<file path="src/shared/pzv_pkg.sv">
// Package: offsets, event codes and register map of the page zero vector unit
package pzv_pkg;
  // ==========================================================
  // Vector page layout
  localparam logic [11:0] OFS_PREV_SP = 12'h02C;
  localparam logic [11:0] OFS_RING0_TOP = 12'h03C;
  localparam logic [11:0] OFS_TRACE = 12'h040;
  localparam logic [11:0] OFS_ARITH = 12'h044;
  localparam logic [11:0] OFS_XRING_SP = 12'h048;
  localparam logic [11:0] OFS_GATE = 12'h04C;
  localparam logic [11:0] OFS_BKPT = 12'h050;
  localparam logic [11:0] OFS_SW_TOP = 12'hFFF;
  localparam logic [11:0] OFS_MP_INTR = 12'h008;
  localparam logic [11:0] OFS_SYSEXC = 12'h00C;
  localparam logic [11:0] OFS_DEADLOCK = 12'h010;
  localparam logic [11:0] OFS_ICB = 12'h014;
  localparam logic [11:0] OFS_IOREG = 12'h018;
  localparam logic [11:0] OFS_VVALID = 12'h01C;
  localparam logic [11:0] OFS_HARDERR = 12'h020;
  localparam int RING_W = 3;
  localparam int SEG_LSB = 29;
  localparam logic [2:0] MAX_RING = 3'h4;
  // ==========================================================
  // Event codes
  typedef enum logic [3:0] {
    PZV_EV_NONE = 4'h0,
    PZV_EV_INTR = 4'h1,
    PZV_EV_SYSEXC = 4'h2,
    PZV_EV_DEADLOCK = 4'h3,
    PZV_EV_VVALID = 4'h4,
    PZV_EV_HARDERR = 4'h5,
    PZV_EV_TRACE = 4'h6,
    PZV_EV_ARITH = 4'h7,
    PZV_EV_BKPT = 4'h8,
    PZV_EV_XCALL = 4'h9
  } pzv_event_t;
  // ==========================================================
  // Register map (byte addresses)
  localparam logic [7:0] REG_CTRL = 8'h00;
  localparam logic [7:0] REG_STATUS = 8'h04;
  localparam logic [7:0] REG_IRQ_STAT = 8'h08;
  localparam logic [7:0] REG_IRQ_EN = 8'h0C;
  localparam logic [7:0] REG_IRQ_CLR = 8'h10;
  localparam logic [7:0] REG_LAST_ADDR = 8'h14;
  localparam logic [7:0] REG_LAST_TGT = 8'h18;
  localparam logic [7:0] REG_ISP = 8'h1C;
  localparam int CTRL_MP = 0;
  localparam int CTRL_IOREG = 1;
  localparam int CTRL_HARDERR = 2;
  localparam int IRQ_DONE = 0;
  localparam int IRQ_REFUSED = 1;
  localparam int IRQ_W = 2;
  localparam logic [2:0] CTRL_RESET = 3'h0;
  localparam logic [1:0] RESP_OKAY = 2'h0;
  localparam logic [1:0] RESP_SLVERR = 2'h2;
  // ==========================================================
  // Shared functions
  function automatic logic [31:0] pzv_page_addr(input logic [2:0] ring, input logic [11:0] ofs);
    pzv_page_addr = {ring, {(SEG_LSB - 12){1'b0}}, ofs};
  endfunction : pzv_page_addr
  function automatic logic pzv_ring0_only(input logic [11:0] ofs);
    pzv_ring0_only = (ofs <= OFS_RING0_TOP);
  endfunction : pzv_ring0_only
endpackage : pzv_pkg

</file>
<file path="src/shared/pzv_mem_if.sv">
// Interface: vector page memory port between the sequencer and the memory master
`timescale 1ns/1ps
interface pzv_mem_if;
  logic req;
  logic we;
  logic [31:0] addr;
  logic [31:0] wdata;
  logic done;
  logic [31:0] rdata;
  modport seq (output req, output we, output addr, output wdata, input done, input rdata);
  modport mem (input req, input we, input addr, input wdata, output done, output rdata);
endinterface : pzv_mem_if

</file>
<file path="src/rtl/pzv_mem_port.sv">
// Memory port: one word read or write toward the memory system
`timescale 1ns/1ps
module pzv_mem_port
  import pzv_pkg::*;
(
  input wire logic aclk,
  input wire logic aresetn,
  input wire logic ce,
  pzv_mem_if.mem mif,
  output logic mem_req_r,
  output logic mem_we_r,
  output logic [31:0] mem_addr_r,
  output logic [31:0] mem_wdata_r,
  input wire logic mem_ack,
  input wire logic [31:0] mem_rdata
);
  logic busy_r;
  logic done_r;
  logic [31:0] rdata_r;

  assign mif.done = done_r;
  assign mif.rdata = rdata_r;

  always_ff @(posedge aclk) begin
    if (!aresetn) begin
      busy_r <= 1'b0;
      mem_req_r <= 1'b0;
      mem_we_r <= 1'b0;
      mem_addr_r <= 32'h0;
      mem_wdata_r <= 32'h0;
      done_r <= 1'b0;
      rdata_r <= 32'h0;
    end else if (ce) begin
      done_r <= 1'b0;
      if (!busy_r && mif.req && !done_r) begin
        busy_r <= 1'b1;
        mem_req_r <= 1'b1;
        mem_we_r <= mif.we;
        mem_addr_r <= {mif.addr[31:2], 2'b00};
        mem_wdata_r <= mif.wdata;
      end else if (busy_r && mem_ack) begin
        busy_r <= 1'b0;
        mem_req_r <= 1'b0;
        done_r <= 1'b1;
        rdata_r <= mem_rdata;
      end
    end
  end
endmodule : pzv_mem_port

</file>
<file path="src/rtl/pzv_irq.sv">
// Sticky interrupt status with enable and write-one-to-clear
`timescale 1ns/1ps
module pzv_irq
  import pzv_pkg::*;
(
  input wire logic aclk,
  input wire logic aresetn,
  input wire logic ce,
  input wire logic [IRQ_W-1:0] set,
  input wire logic [IRQ_W-1:0] clr,
  input wire logic [IRQ_W-1:0] en,
  output logic [IRQ_W-1:0] stat_r,
  output logic irq_r
);
  logic [IRQ_W-1:0] stat_nxt;
  // Set wins over a clear in the same cycle
  assign stat_nxt = (stat_r & ~clr) | set;

  always_ff @(posedge aclk) begin
    if (!aresetn) begin
      stat_r <= '0;
      irq_r <= 1'b0;
    end else if (ce) begin
      stat_r <= stat_nxt;
      irq_r <= |(stat_nxt & en);
    end
  end
endmodule : pzv_irq

</file>
<file path="src/rtl/pzv_vector_unit.sv">
// Top: page zero exception vectoring unit with AXI4-Lite control registers
`timescale 1ns/1ps
module pzv_vector_unit
  import pzv_pkg::*;
(
  input wire logic aclk,
  input wire logic aresetn,
  input wire logic ce,
  // Event request from the pipeline
  input wire logic ev_valid,
  input wire logic [3:0] ev_code,
  input wire logic [2:0] pc_ring,
  input wire logic [2:0] call_ring,
  input wire logic [31:0] cur_sp,
  input wire logic [15:0] intr_level,
  input wire logic vec_valid,
  input wire logic [4:0] arith_flags,
  output logic ev_ready_r,
  output logic br_valid_r,
  output logic [31:0] br_target_r,
  output logic [31:0] sp_out_r,
  output logic sp_load_r,
  output logic [31:0] icb_ptr_r,
  output logic [31:0] ioreg_ptr_r,
  output logic [4:0] status_arith_r,
  output logic ev_refused_r,
  // Memory master
  output logic mem_req_r,
  output logic mem_we_r,
  output logic [31:0] mem_addr_r,
  output logic [31:0] mem_wdata_r,
  input wire logic mem_ack,
  input wire logic [31:0] mem_rdata,
  // AXI4-Lite slave
  input wire logic [7:0] s_axi_awaddr,
  input wire logic s_axi_awvalid,
  output logic s_axi_awready,
  input wire logic [31:0] s_axi_wdata,
  input wire logic [3:0] s_axi_wstrb,
  input wire logic s_axi_wvalid,
  output logic s_axi_wready,
  output logic [1:0] s_axi_bresp,
  output logic s_axi_bvalid,
  input wire logic s_axi_bready,
  input wire logic [7:0] s_axi_araddr,
  input wire logic s_axi_arvalid,
  output logic s_axi_arready,
  output logic [31:0] s_axi_rdata,
  output logic [1:0] s_axi_rresp,
  output logic s_axi_rvalid,
  input wire logic s_axi_rready,
  output logic irq_r
);
  // ==========================================================
  // Sequencer state
  typedef enum logic [2:0] {
    PZV_IDLE = 3'b000,
    PZV_SAVE = 3'b001,
    PZV_FETCH = 3'b011,
    PZV_DONE = 3'b010,
    PZV_REFUSE = 3'b110
  } pzv_state_t;

  pzv_state_t state_r;
  pzv_event_t ev_r;
  logic [2:0] ring_r;
  logic [11:0] ofs_r;
  logic [31:0] sp_r;
  logic [2:0] caller_r;
  logic first_intr_r;
  logic [2:0] ctrl_r;
  logic [31:0] isp_r;
  logic [31:0] last_addr_r;
  logic [31:0] last_tgt_r;
  logic [IRQ_W-1:0] irq_en_r;
  logic [IRQ_W-1:0] irq_set;
  logic [IRQ_W-1:0] irq_clr;
  logic [IRQ_W-1:0] irq_stat;
  logic [11:0] sel_ofs;
  logic [2:0] sel_ring;
  logic sel_ok;
  logic sel_save;
  logic accept;

  pzv_mem_if mif ();

  pzv_mem_port u_mem (
    .aclk(aclk),
    .aresetn(aresetn),
    .ce(ce),
    .mif(mif),
    .mem_req_r(mem_req_r),
    .mem_we_r(mem_we_r),
    .mem_addr_r(mem_addr_r),
    .mem_wdata_r(mem_wdata_r),
    .mem_ack(mem_ack),
    .mem_rdata(mem_rdata)
  );

  pzv_irq u_irq (
    .aclk(aclk),
    .aresetn(aresetn),
    .ce(ce),
    .set(irq_set),
    .clr(irq_clr),
    .en(irq_en_r),
    .stat_r(irq_stat),
    .irq_r(irq_r)
  );

  // ==========================================================
  // Event decode: chooses the vector page slot and page ring
  always_comb begin
    sel_ofs = OFS_SYSEXC;
    sel_ring = pc_ring;
    sel_ok = 1'b1;
    sel_save = 1'b0;
    case (pzv_event_t'(ev_code))
      PZV_EV_INTR: begin
        sel_ofs = OFS_MP_INTR;
        sel_ring = 3'h0;
        sel_ok = ctrl_r[CTRL_MP];
        sel_save = (intr_level == 16'h0);
      end
      PZV_EV_SYSEXC: sel_ofs = OFS_SYSEXC;
      PZV_EV_DEADLOCK: begin
        sel_ofs = OFS_DEADLOCK;
        sel_ok = ctrl_r[CTRL_MP];
      end
      PZV_EV_VVALID: begin
        sel_ofs = OFS_VVALID;
        sel_ok = !vec_valid;
      end
      PZV_EV_HARDERR: begin
        sel_ofs = OFS_HARDERR;
        sel_ok = ctrl_r[CTRL_MP] && ctrl_r[CTRL_HARDERR];
      end
      PZV_EV_TRACE: sel_ofs = OFS_TRACE;
      PZV_EV_ARITH: sel_ofs = OFS_ARITH;
      PZV_EV_BKPT: sel_ofs = OFS_BKPT;
      PZV_EV_XCALL: begin
        sel_ofs = OFS_GATE;
        sel_ring = call_ring;
        sel_save = 1'b1;
      end
      default: sel_ok = 1'b0;
    endcase
    if (sel_ring > MAX_RING) begin
      sel_ok = 1'b0;
    end
    // Ring 0 only slots are reserved for every other ring
    if (pzv_ring0_only(sel_ofs) && sel_ring != 3'h0) begin
      sel_ok = 1'b0;
    end
  end

  assign accept = ev_valid && ev_ready_r;

  // ==========================================================
  // Sequencer
  always_ff @(posedge aclk) begin
    if (!aresetn) begin
      state_r <= PZV_IDLE;
      ev_r <= PZV_EV_NONE;
      ring_r <= 3'h0;
      ofs_r <= 12'h0;
      sp_r <= 32'h0;
      caller_r <= 3'h0;
      first_intr_r <= 1'b0;
      ev_ready_r <= 1'b0;
    end else if (ce) begin
      case (state_r)
        PZV_IDLE: begin
          ev_ready_r <= 1'b1;
          if (accept) begin
            ev_ready_r <= 1'b0;
            ev_r <= pzv_event_t'(ev_code);
            ring_r <= sel_ring;
            ofs_r <= sel_ofs;
            sp_r <= cur_sp;
            caller_r <= pc_ring;
            first_intr_r <= sel_save && (pzv_event_t'(ev_code) == PZV_EV_INTR);
            if (!sel_ok) begin
              state_r <= PZV_REFUSE;
            end else if (sel_save) begin
              state_r <= PZV_SAVE;
            end else begin
              state_r <= PZV_FETCH;
            end
          end
        end
        PZV_SAVE: begin
          if (mif.done) begin
            state_r <= PZV_FETCH;
          end
        end
        PZV_FETCH: begin
          if (mif.done) begin
            state_r <= PZV_DONE;
          end
        end
        PZV_DONE: state_r <= PZV_IDLE;
        PZV_REFUSE: state_r <= PZV_IDLE;
        default: state_r <= PZV_IDLE;
      endcase
    end
  end

  // Memory requests: save slot write first, then pointer read
  always_comb begin
    mif.req = (state_r == PZV_SAVE || state_r == PZV_FETCH) && !mif.done;
    mif.we = (state_r == PZV_SAVE);
    mif.wdata = sp_r;
    if (state_r == PZV_SAVE) begin
      if (first_intr_r) begin
        mif.addr = pzv_page_addr(3'h0, OFS_PREV_SP);
      end else begin
        mif.addr = pzv_page_addr(caller_r, OFS_XRING_SP);
      end
    end else begin
      mif.addr = pzv_page_addr(ring_r, ofs_r);
    end
  end

  // ==========================================================
  // Branch and side outputs
  always_ff @(posedge aclk) begin
    if (!aresetn) begin
      br_valid_r <= 1'b0;
      br_target_r <= 32'h0;
      sp_load_r <= 1'b0;
      sp_out_r <= 32'h0;
      ev_refused_r <= 1'b0;
      status_arith_r <= 5'h0;
      last_addr_r <= 32'h0;
      last_tgt_r <= 32'h0;
    end else if (ce) begin
      br_valid_r <= 1'b0;
      sp_load_r <= 1'b0;
      ev_refused_r <= (state_r == PZV_REFUSE);
      if (accept && sel_ok && pzv_event_t'(ev_code) == PZV_EV_ARITH) begin
        status_arith_r <= status_arith_r | arith_flags;
      end
      if (state_r == PZV_FETCH && mif.done) begin
        br_valid_r <= 1'b1;
        br_target_r <= mif.rdata;
        last_addr_r <= pzv_page_addr(ring_r, ofs_r);
        last_tgt_r <= mif.rdata;
        if (first_intr_r) begin
          sp_load_r <= 1'b1;
          sp_out_r <= isp_r;
        end
      end
    end
  end

  // Context pointers give the ring 0 addresses of slots 14 and 18 while enabled in CTRL
  always_ff @(posedge aclk) begin
    if (!aresetn) begin
      icb_ptr_r <= 32'h0;
      ioreg_ptr_r <= 32'h0;
    end else if (ce) begin
      if (ctrl_r[CTRL_MP]) begin
        icb_ptr_r <= pzv_page_addr(3'h0, OFS_ICB);
      end else begin
        icb_ptr_r <= 32'h0;
      end
      if (ctrl_r[CTRL_MP] && ctrl_r[CTRL_IOREG]) begin
        ioreg_ptr_r <= pzv_page_addr(3'h0, OFS_IOREG);
      end else begin
        ioreg_ptr_r <= 32'h0;
      end
    end
  end

  assign irq_set = {state_r == PZV_REFUSE, state_r == PZV_FETCH && mif.done};

  // ==========================================================
  // AXI4-Lite slave: write path takes address and data in either order
  logic aw_have_r;
  logic w_have_r;
  logic [7:0] aw_addr_r;
  logic [31:0] w_data_r;
  logic [3:0] w_strb_r;
  logic wr_go;

  assign wr_go = aw_have_r && w_have_r && !s_axi_bvalid;

  always_ff @(posedge aclk) begin
    if (!aresetn) begin
      aw_have_r <= 1'b0;
      w_have_r <= 1'b0;
      aw_addr_r <= 8'h0;
      w_data_r <= 32'h0;
      w_strb_r <= 4'h0;
      s_axi_awready <= 1'b0;
      s_axi_wready <= 1'b0;
      s_axi_bvalid <= 1'b0;
      s_axi_bresp <= RESP_OKAY;
    end else if (ce) begin
      s_axi_awready <= !aw_have_r && !(s_axi_awvalid && s_axi_awready);
      s_axi_wready <= !w_have_r && !(s_axi_wvalid && s_axi_wready);
      if (s_axi_awvalid && s_axi_awready) begin
        aw_have_r <= 1'b1;
        aw_addr_r <= s_axi_awaddr;
      end
      if (s_axi_wvalid && s_axi_wready) begin
        w_have_r <= 1'b1;
        w_data_r <= s_axi_wdata;
        w_strb_r <= s_axi_wstrb;
      end
      if (wr_go) begin
        aw_have_r <= 1'b0;
        w_have_r <= 1'b0;
        s_axi_bvalid <= 1'b1;
        case (aw_addr_r)
          REG_CTRL, REG_IRQ_EN, REG_IRQ_CLR, REG_ISP: s_axi_bresp <= RESP_OKAY;
          default: s_axi_bresp <= RESP_SLVERR;
        endcase
      end else if (s_axi_bvalid && s_axi_bready) begin
        s_axi_bvalid <= 1'b0;
      end
    end
  end

  // Register writes honour only byte lane 0 for narrow fields
  always_ff @(posedge aclk) begin
    if (!aresetn) begin
      ctrl_r <= CTRL_RESET;
      irq_en_r <= '0;
      isp_r <= 32'h0;
    end else if (ce && wr_go) begin
      if (aw_addr_r == REG_CTRL && w_strb_r[0]) begin
        ctrl_r <= w_data_r[2:0];
      end
      if (aw_addr_r == REG_IRQ_EN && w_strb_r[0]) begin
        irq_en_r <= w_data_r[IRQ_W-1:0];
      end
      if (aw_addr_r == REG_ISP) begin
        for (int i = 0; i < 4; i++) begin
          if (w_strb_r[i]) begin
            isp_r[i*8 +: 8] <= w_data_r[i*8 +: 8];
          end
        end
      end
    end
  end

  assign irq_clr = (ce && wr_go && aw_addr_r == REG_IRQ_CLR && w_strb_r[0]) ? w_data_r[IRQ_W-1:0] : '0;

  // Read path: one read at a time, answer on the edge that accepts the address
  always_ff @(posedge aclk) begin
    if (!aresetn) begin
      s_axi_arready <= 1'b0;
      s_axi_rvalid <= 1'b0;
      s_axi_rdata <= 32'h0;
      s_axi_rresp <= RESP_OKAY;
    end else if (ce) begin
      s_axi_arready <= !s_axi_rvalid && !(s_axi_arvalid && s_axi_arready);
      if (s_axi_arvalid && s_axi_arready) begin
        s_axi_rvalid <= 1'b1;
        s_axi_rresp <= RESP_OKAY;
        case (s_axi_araddr)
          REG_CTRL: s_axi_rdata <= {29'h0, ctrl_r};
          REG_STATUS: s_axi_rdata <= {24'h0, status_arith_r, state_r};
          REG_IRQ_STAT: s_axi_rdata <= {30'h0, irq_stat};
          REG_IRQ_EN: s_axi_rdata <= {30'h0, irq_en_r};
          REG_IRQ_CLR: s_axi_rdata <= 32'h0;
          REG_LAST_ADDR: s_axi_rdata <= last_addr_r;
          REG_LAST_TGT: s_axi_rdata <= last_tgt_r;
          REG_ISP: s_axi_rdata <= isp_r;
          default: begin
            s_axi_rdata <= 32'h0;
            s_axi_rresp <= RESP_SLVERR;
          end
        endcase
      end else if (s_axi_rvalid && s_axi_rready) begin
        s_axi_rvalid <= 1'b0;
      end
    end
  end
endmodule : pzv_vector_unit

</file>
<file path="config.mk">
export PLATFORM = sky130hd
export DESIGN_NAME = pzv_vector_unit
export DESIGN_NICKNAME = d
export VERILOG_FILES = /design/src/shared/pzv_pkg.sv /design/src/shared/pzv_mem_if.sv /design/src/rtl/pzv_mem_port.sv /design/src/rtl/pzv_irq.sv /design/src/rtl/pzv_vector_unit.sv
export SDC_FILE = /design/constraint.sdc
export NUM_CORES = 1
export LEC_CHECK = 0
export ABC_AREA = 1
export BUFFER_PORTS_ARGS = -buffer_cell sky130_fd_sc_hd__buf_2
export CORE_ASPECT_RATIO = 1.75
export CORE_UTILIZATION = 35
export DETAILED_ROUTE_END_ITERATION = 10
export PLACE_DENSITY_LB_ADDON = 0.12
export SYNTH_ARGS = -nofsm -noshare
export SYNTH_HDL_FRONTEND = slang
export SYNTH_HIERARCHICAL = 1
export SYNTH_SLANG_ARGS = --single-unit
</file>
<file path="constraint.sdc">
create_clock -name aclk -period 2 [get_ports aclk]
set_input_delay 0.2 -clock aclk [delete_from_list [all_inputs] [get_ports aclk]]
set_output_delay 0.2 -clock aclk [all_outputs]
set_load 0.02 [all_outputs]
</file>
==> metrics.md <==
| Metric | Value |
|---|---|
| Post-synth ARST share | `0` |
| Worst Path Required | `2.42 ns` |
| Max_cap viols | `0` |
| FMAX | `578 MHz` |
| Unrepaired setup endpoints after global routing | `no` |
| Share of cells above drive strength 1 | `0.204` |
| Dominant synthesized flop cell | `dfxtp_1` |
| Starting density of the core | `0.354` |
| Crit Path Max Fanout | `27` |
| Internal power | `11.4 mW` |
| Detailed Route WL | `48200 µm` |
| Leak | `7.98 nW` |
| Hold slack | `0.00705 ns` |
| Post-synth EDFFs | `0` |
| Most common cell after layout, fill and taps aside | `dfxtp_1` |
| Min-Delay Path Class | `input port to register` |
| Psw | `3.69 mW` |
| Most frequent cells in the layout | `dfxtp_1 (352), buf_2 (337), nand2_1 (296)` |
| Net Sw Frac | `0.244` |
| RePlAce Congestion | `0.876` |
| Crit path launch type | `register` |
| Post-synth design cell area | `14400 µm²` |
| Worst skew pair latency | `0.54 ns` |
| Clock share of power | `0.449` |
| Setup-failing EPs final | `0` |
| Area growth from synthesis to layout | `31.0%` |
| Starting DRC count in detailed routing | `598` |
| Diode count | `0` |
| Seq cells post-synth | `352` |
| WS Path Type | `register to register` |
| Number of global-route vias before repair | `13100` |
| TritonCTS buffer count | `36` |
| Yosys warns | `6` |
| Clock sinks | `352` |
| Final nets | `2491` |
| Storage element area | `7050 µm²` |
| Core ar. | `40700 µm²` |
| Post-DRT Antenna Nets | `0` |
| Top Ports | `403` |
| GRT Overall Usage | `0.224` |
| Total gr overflow | `0` |
| Hold violation total from the final report | `0` |
| Clock-pin transition on the worst setup and hold timing paths | `0.06 ns` |
| # rows | `98` |
| Clock Tree Buf Depth | `3` |
| Crit path DAT | `2.15 ns` |
| Status | `finished, final reports clean` |
| CTS root buffer | `clkbuf_16` |
| Largest net degree at the start of global routing | `137` |
| TNS Setup | `0 ns` |
| Hpwl dp | `34200 µm` |
| Area occupied by multi-input gates | `5850 µm²` |
| Via count | `13600` |
| Die width | `155 µm` |
| Antenna violations before repair | `2` |
| First-pass detailed-route iteration total | `4` |
| Synth unique cells | `38` |
| Gate power share | `0.078` |
| Final min period | `1.73 ns` |
| Rel. slew slack | `0.297` |
| Power Density | `801 nW/µm²` |
| Sequential area share after synthesis | `0.489` |
| Die Ht | `270 µm` |
| Reg power frac | `0.474` |
| Worst-margin pin slew | `1.05 ns` |
| Fillers | `4229` |
| Avg Cell Area, Syn | `7.62 µm²` |
| Via density | `4.66` |
| Drt wl/cell | `16.6 µm` |
| First-pass GRT wire length | `72900 µm` |
| Tcrit/Tclk final | `0.865` |
| Die area | `42000 µm²` |
| CTS tree | `built` |
| H-tree levels | `2` |
| Crit path capture type | `register` |
| Worst Skew | `0.0154 ns` |
| Mapped Cells | `1891` |
| Drt drc | `0` |
| Number of post-CTS setup repair buffers | `0` |
| IO Port Bufs | `338` |
| Max Slew Vio Count | `0` |
| Worst VDD drop | `0.620 mV` |
## what timing repair did
action                                  CTS  global route
hold buffers                            116             0
gates resized for setup                   0             1
endpoints found under the setup margin    0            54
hold endpoints to repair                116             0
## worst paths after layout
check                             from                           endpoint  slack, ns  cells past startpoint
max            state_r[0]$_SDFFE_PN0P_  u_mem/mem_wdata_r[5]$_SDFFE_PN0P_       0.27                     10
max reg2reg    state_r[0]$_SDFFE_PN0P_  u_mem/mem_wdata_r[5]$_SDFFE_PN0P_       0.27                     10
min                    s_axi_awaddr[4]          aw_addr_r[4]$_SDFFE_PN0P_      0.007                      3
min reg2reg  aw_addr_r[1]$_SDFFE_PN0P_          aw_addr_r[1]$_SDFFE_PN0P_       0.45                      2
## per-stage QoR
| stage | power, mW | utilization | worst slack (ns) | instances | cell area, µm² |
|---|---|---|---|---|---|
| final | 15.1 | 0.463 | 0.270 | 2909 | 18900 |
| after global routing | 15.7 | 0.463 | 0.0289 | 2909 | 18900 |
| after CTS | 15.3 | 0.463 | 0.131 | 2908 | 18800 |
| after detailed placement | 8.31 | 0.406 | 0.143 | 2728 | 16500 |
| after global placement | 8.30 | 0.406 | 0.185 | 2728 | 16500 |
| after floorplan | 8.03 | - | 0.513 | 1975 | 14700 |
## worst max-delay path, cell delays in order, from the launching register on
cell and delay, ns:
dfxtp_1 0.35, inv_1 0.07, nor2_1 0.16, inv_1 0.10, nor2_2 0.19, inv_1 0.10, nor2_4 0.18, clkbuf_16 0.25
nand3_1 0.08, nand2_1 0.07, nor2_1 0.04
## flip-flops by register name (all words and copies together), names as in the netlist, 32 cells and up
register	count
isp_r	32
u_mem/mif.rdata	32
u_mem/mem_wdata_r	32
w_data_r	32
sp_out_r	32
mif.wdata	32
last_tgt_r	32
s_axi_rdata	32
## synth_stat cells, drive strengths merged, types with 7 or more instances
cell,instances,share of area
a211oi,7,0.0036
a21oi,233,0.081
nor2,206,0.058
dfxtp,352,0.49
nand4,9,0.0050
nor3,9,0.0078
clkbuf,58,0.015
inv,210,0.055
nand2,298,0.078
o21ai,166,0.058
nand3,156,0.055
buf,122,0.058
o22ai,11,0.0048
a22o,32,0.019
## power groups by stage
| stage | Combinational, mW | Sequential, mW | Clock (mW) |
|---|---|---|---|
| 3_3_place_gp | 0.987 | 7.32 | 0 |
| 5_1_grt | 1.30 | 7.17 | 7.26 |
| 4_1_cts | 1.18 | 7.16 | 7.00 |
| 6_report | 1.17 | 7.16 | 6.78 |
| 2_1_floorplan | 0.692 | 7.34 | 0 |
| 3_5_place_dp | 0.994 | 7.32 | 0 |
## kinds of logic (layout without fill, tap and decap cells)
| group | count (synthesis) | in the layout | synth area share |
|---|---|---|---|
| AOI/OAI and AO/OA | 462 | 462 | 0.174 |
| buffers and inverters | 392 | 776 | 0.129 |
| DFF | 352 | 352 | 0.489 |
| other | 2 | 86 | 0.000522 |
| and+or+nand+nor | 683 | 683 | 0.208 |
## layer usage
| metal | global-route usage | vias up | routed length, µm |
|---|---|---|---|
| li1 | - | 6865 | - |
| met1 | 0.228 | 6208 | 17500 |
| met2 | 0.415 | 373 | 25000 |
| met3 | 0.0504 | 114 | 2970 |
| met4 | 0.127 | 4 | 2700 |
| met5 | 0 | - | 28 |
## cell type report
type / count / share of cell area
flip-flops and latches: 352 / 0.374
multi-input cells: 1231 / 0.310
repair buffers: 500 / 0.176
clock buffers: 50 / 0.0543
inverters: 212 / 0.0422
well taps: 550 / 0.0365
clock inverters: 14 / 0.00756
Note: power is estimated with default switching activity, not from simulation.
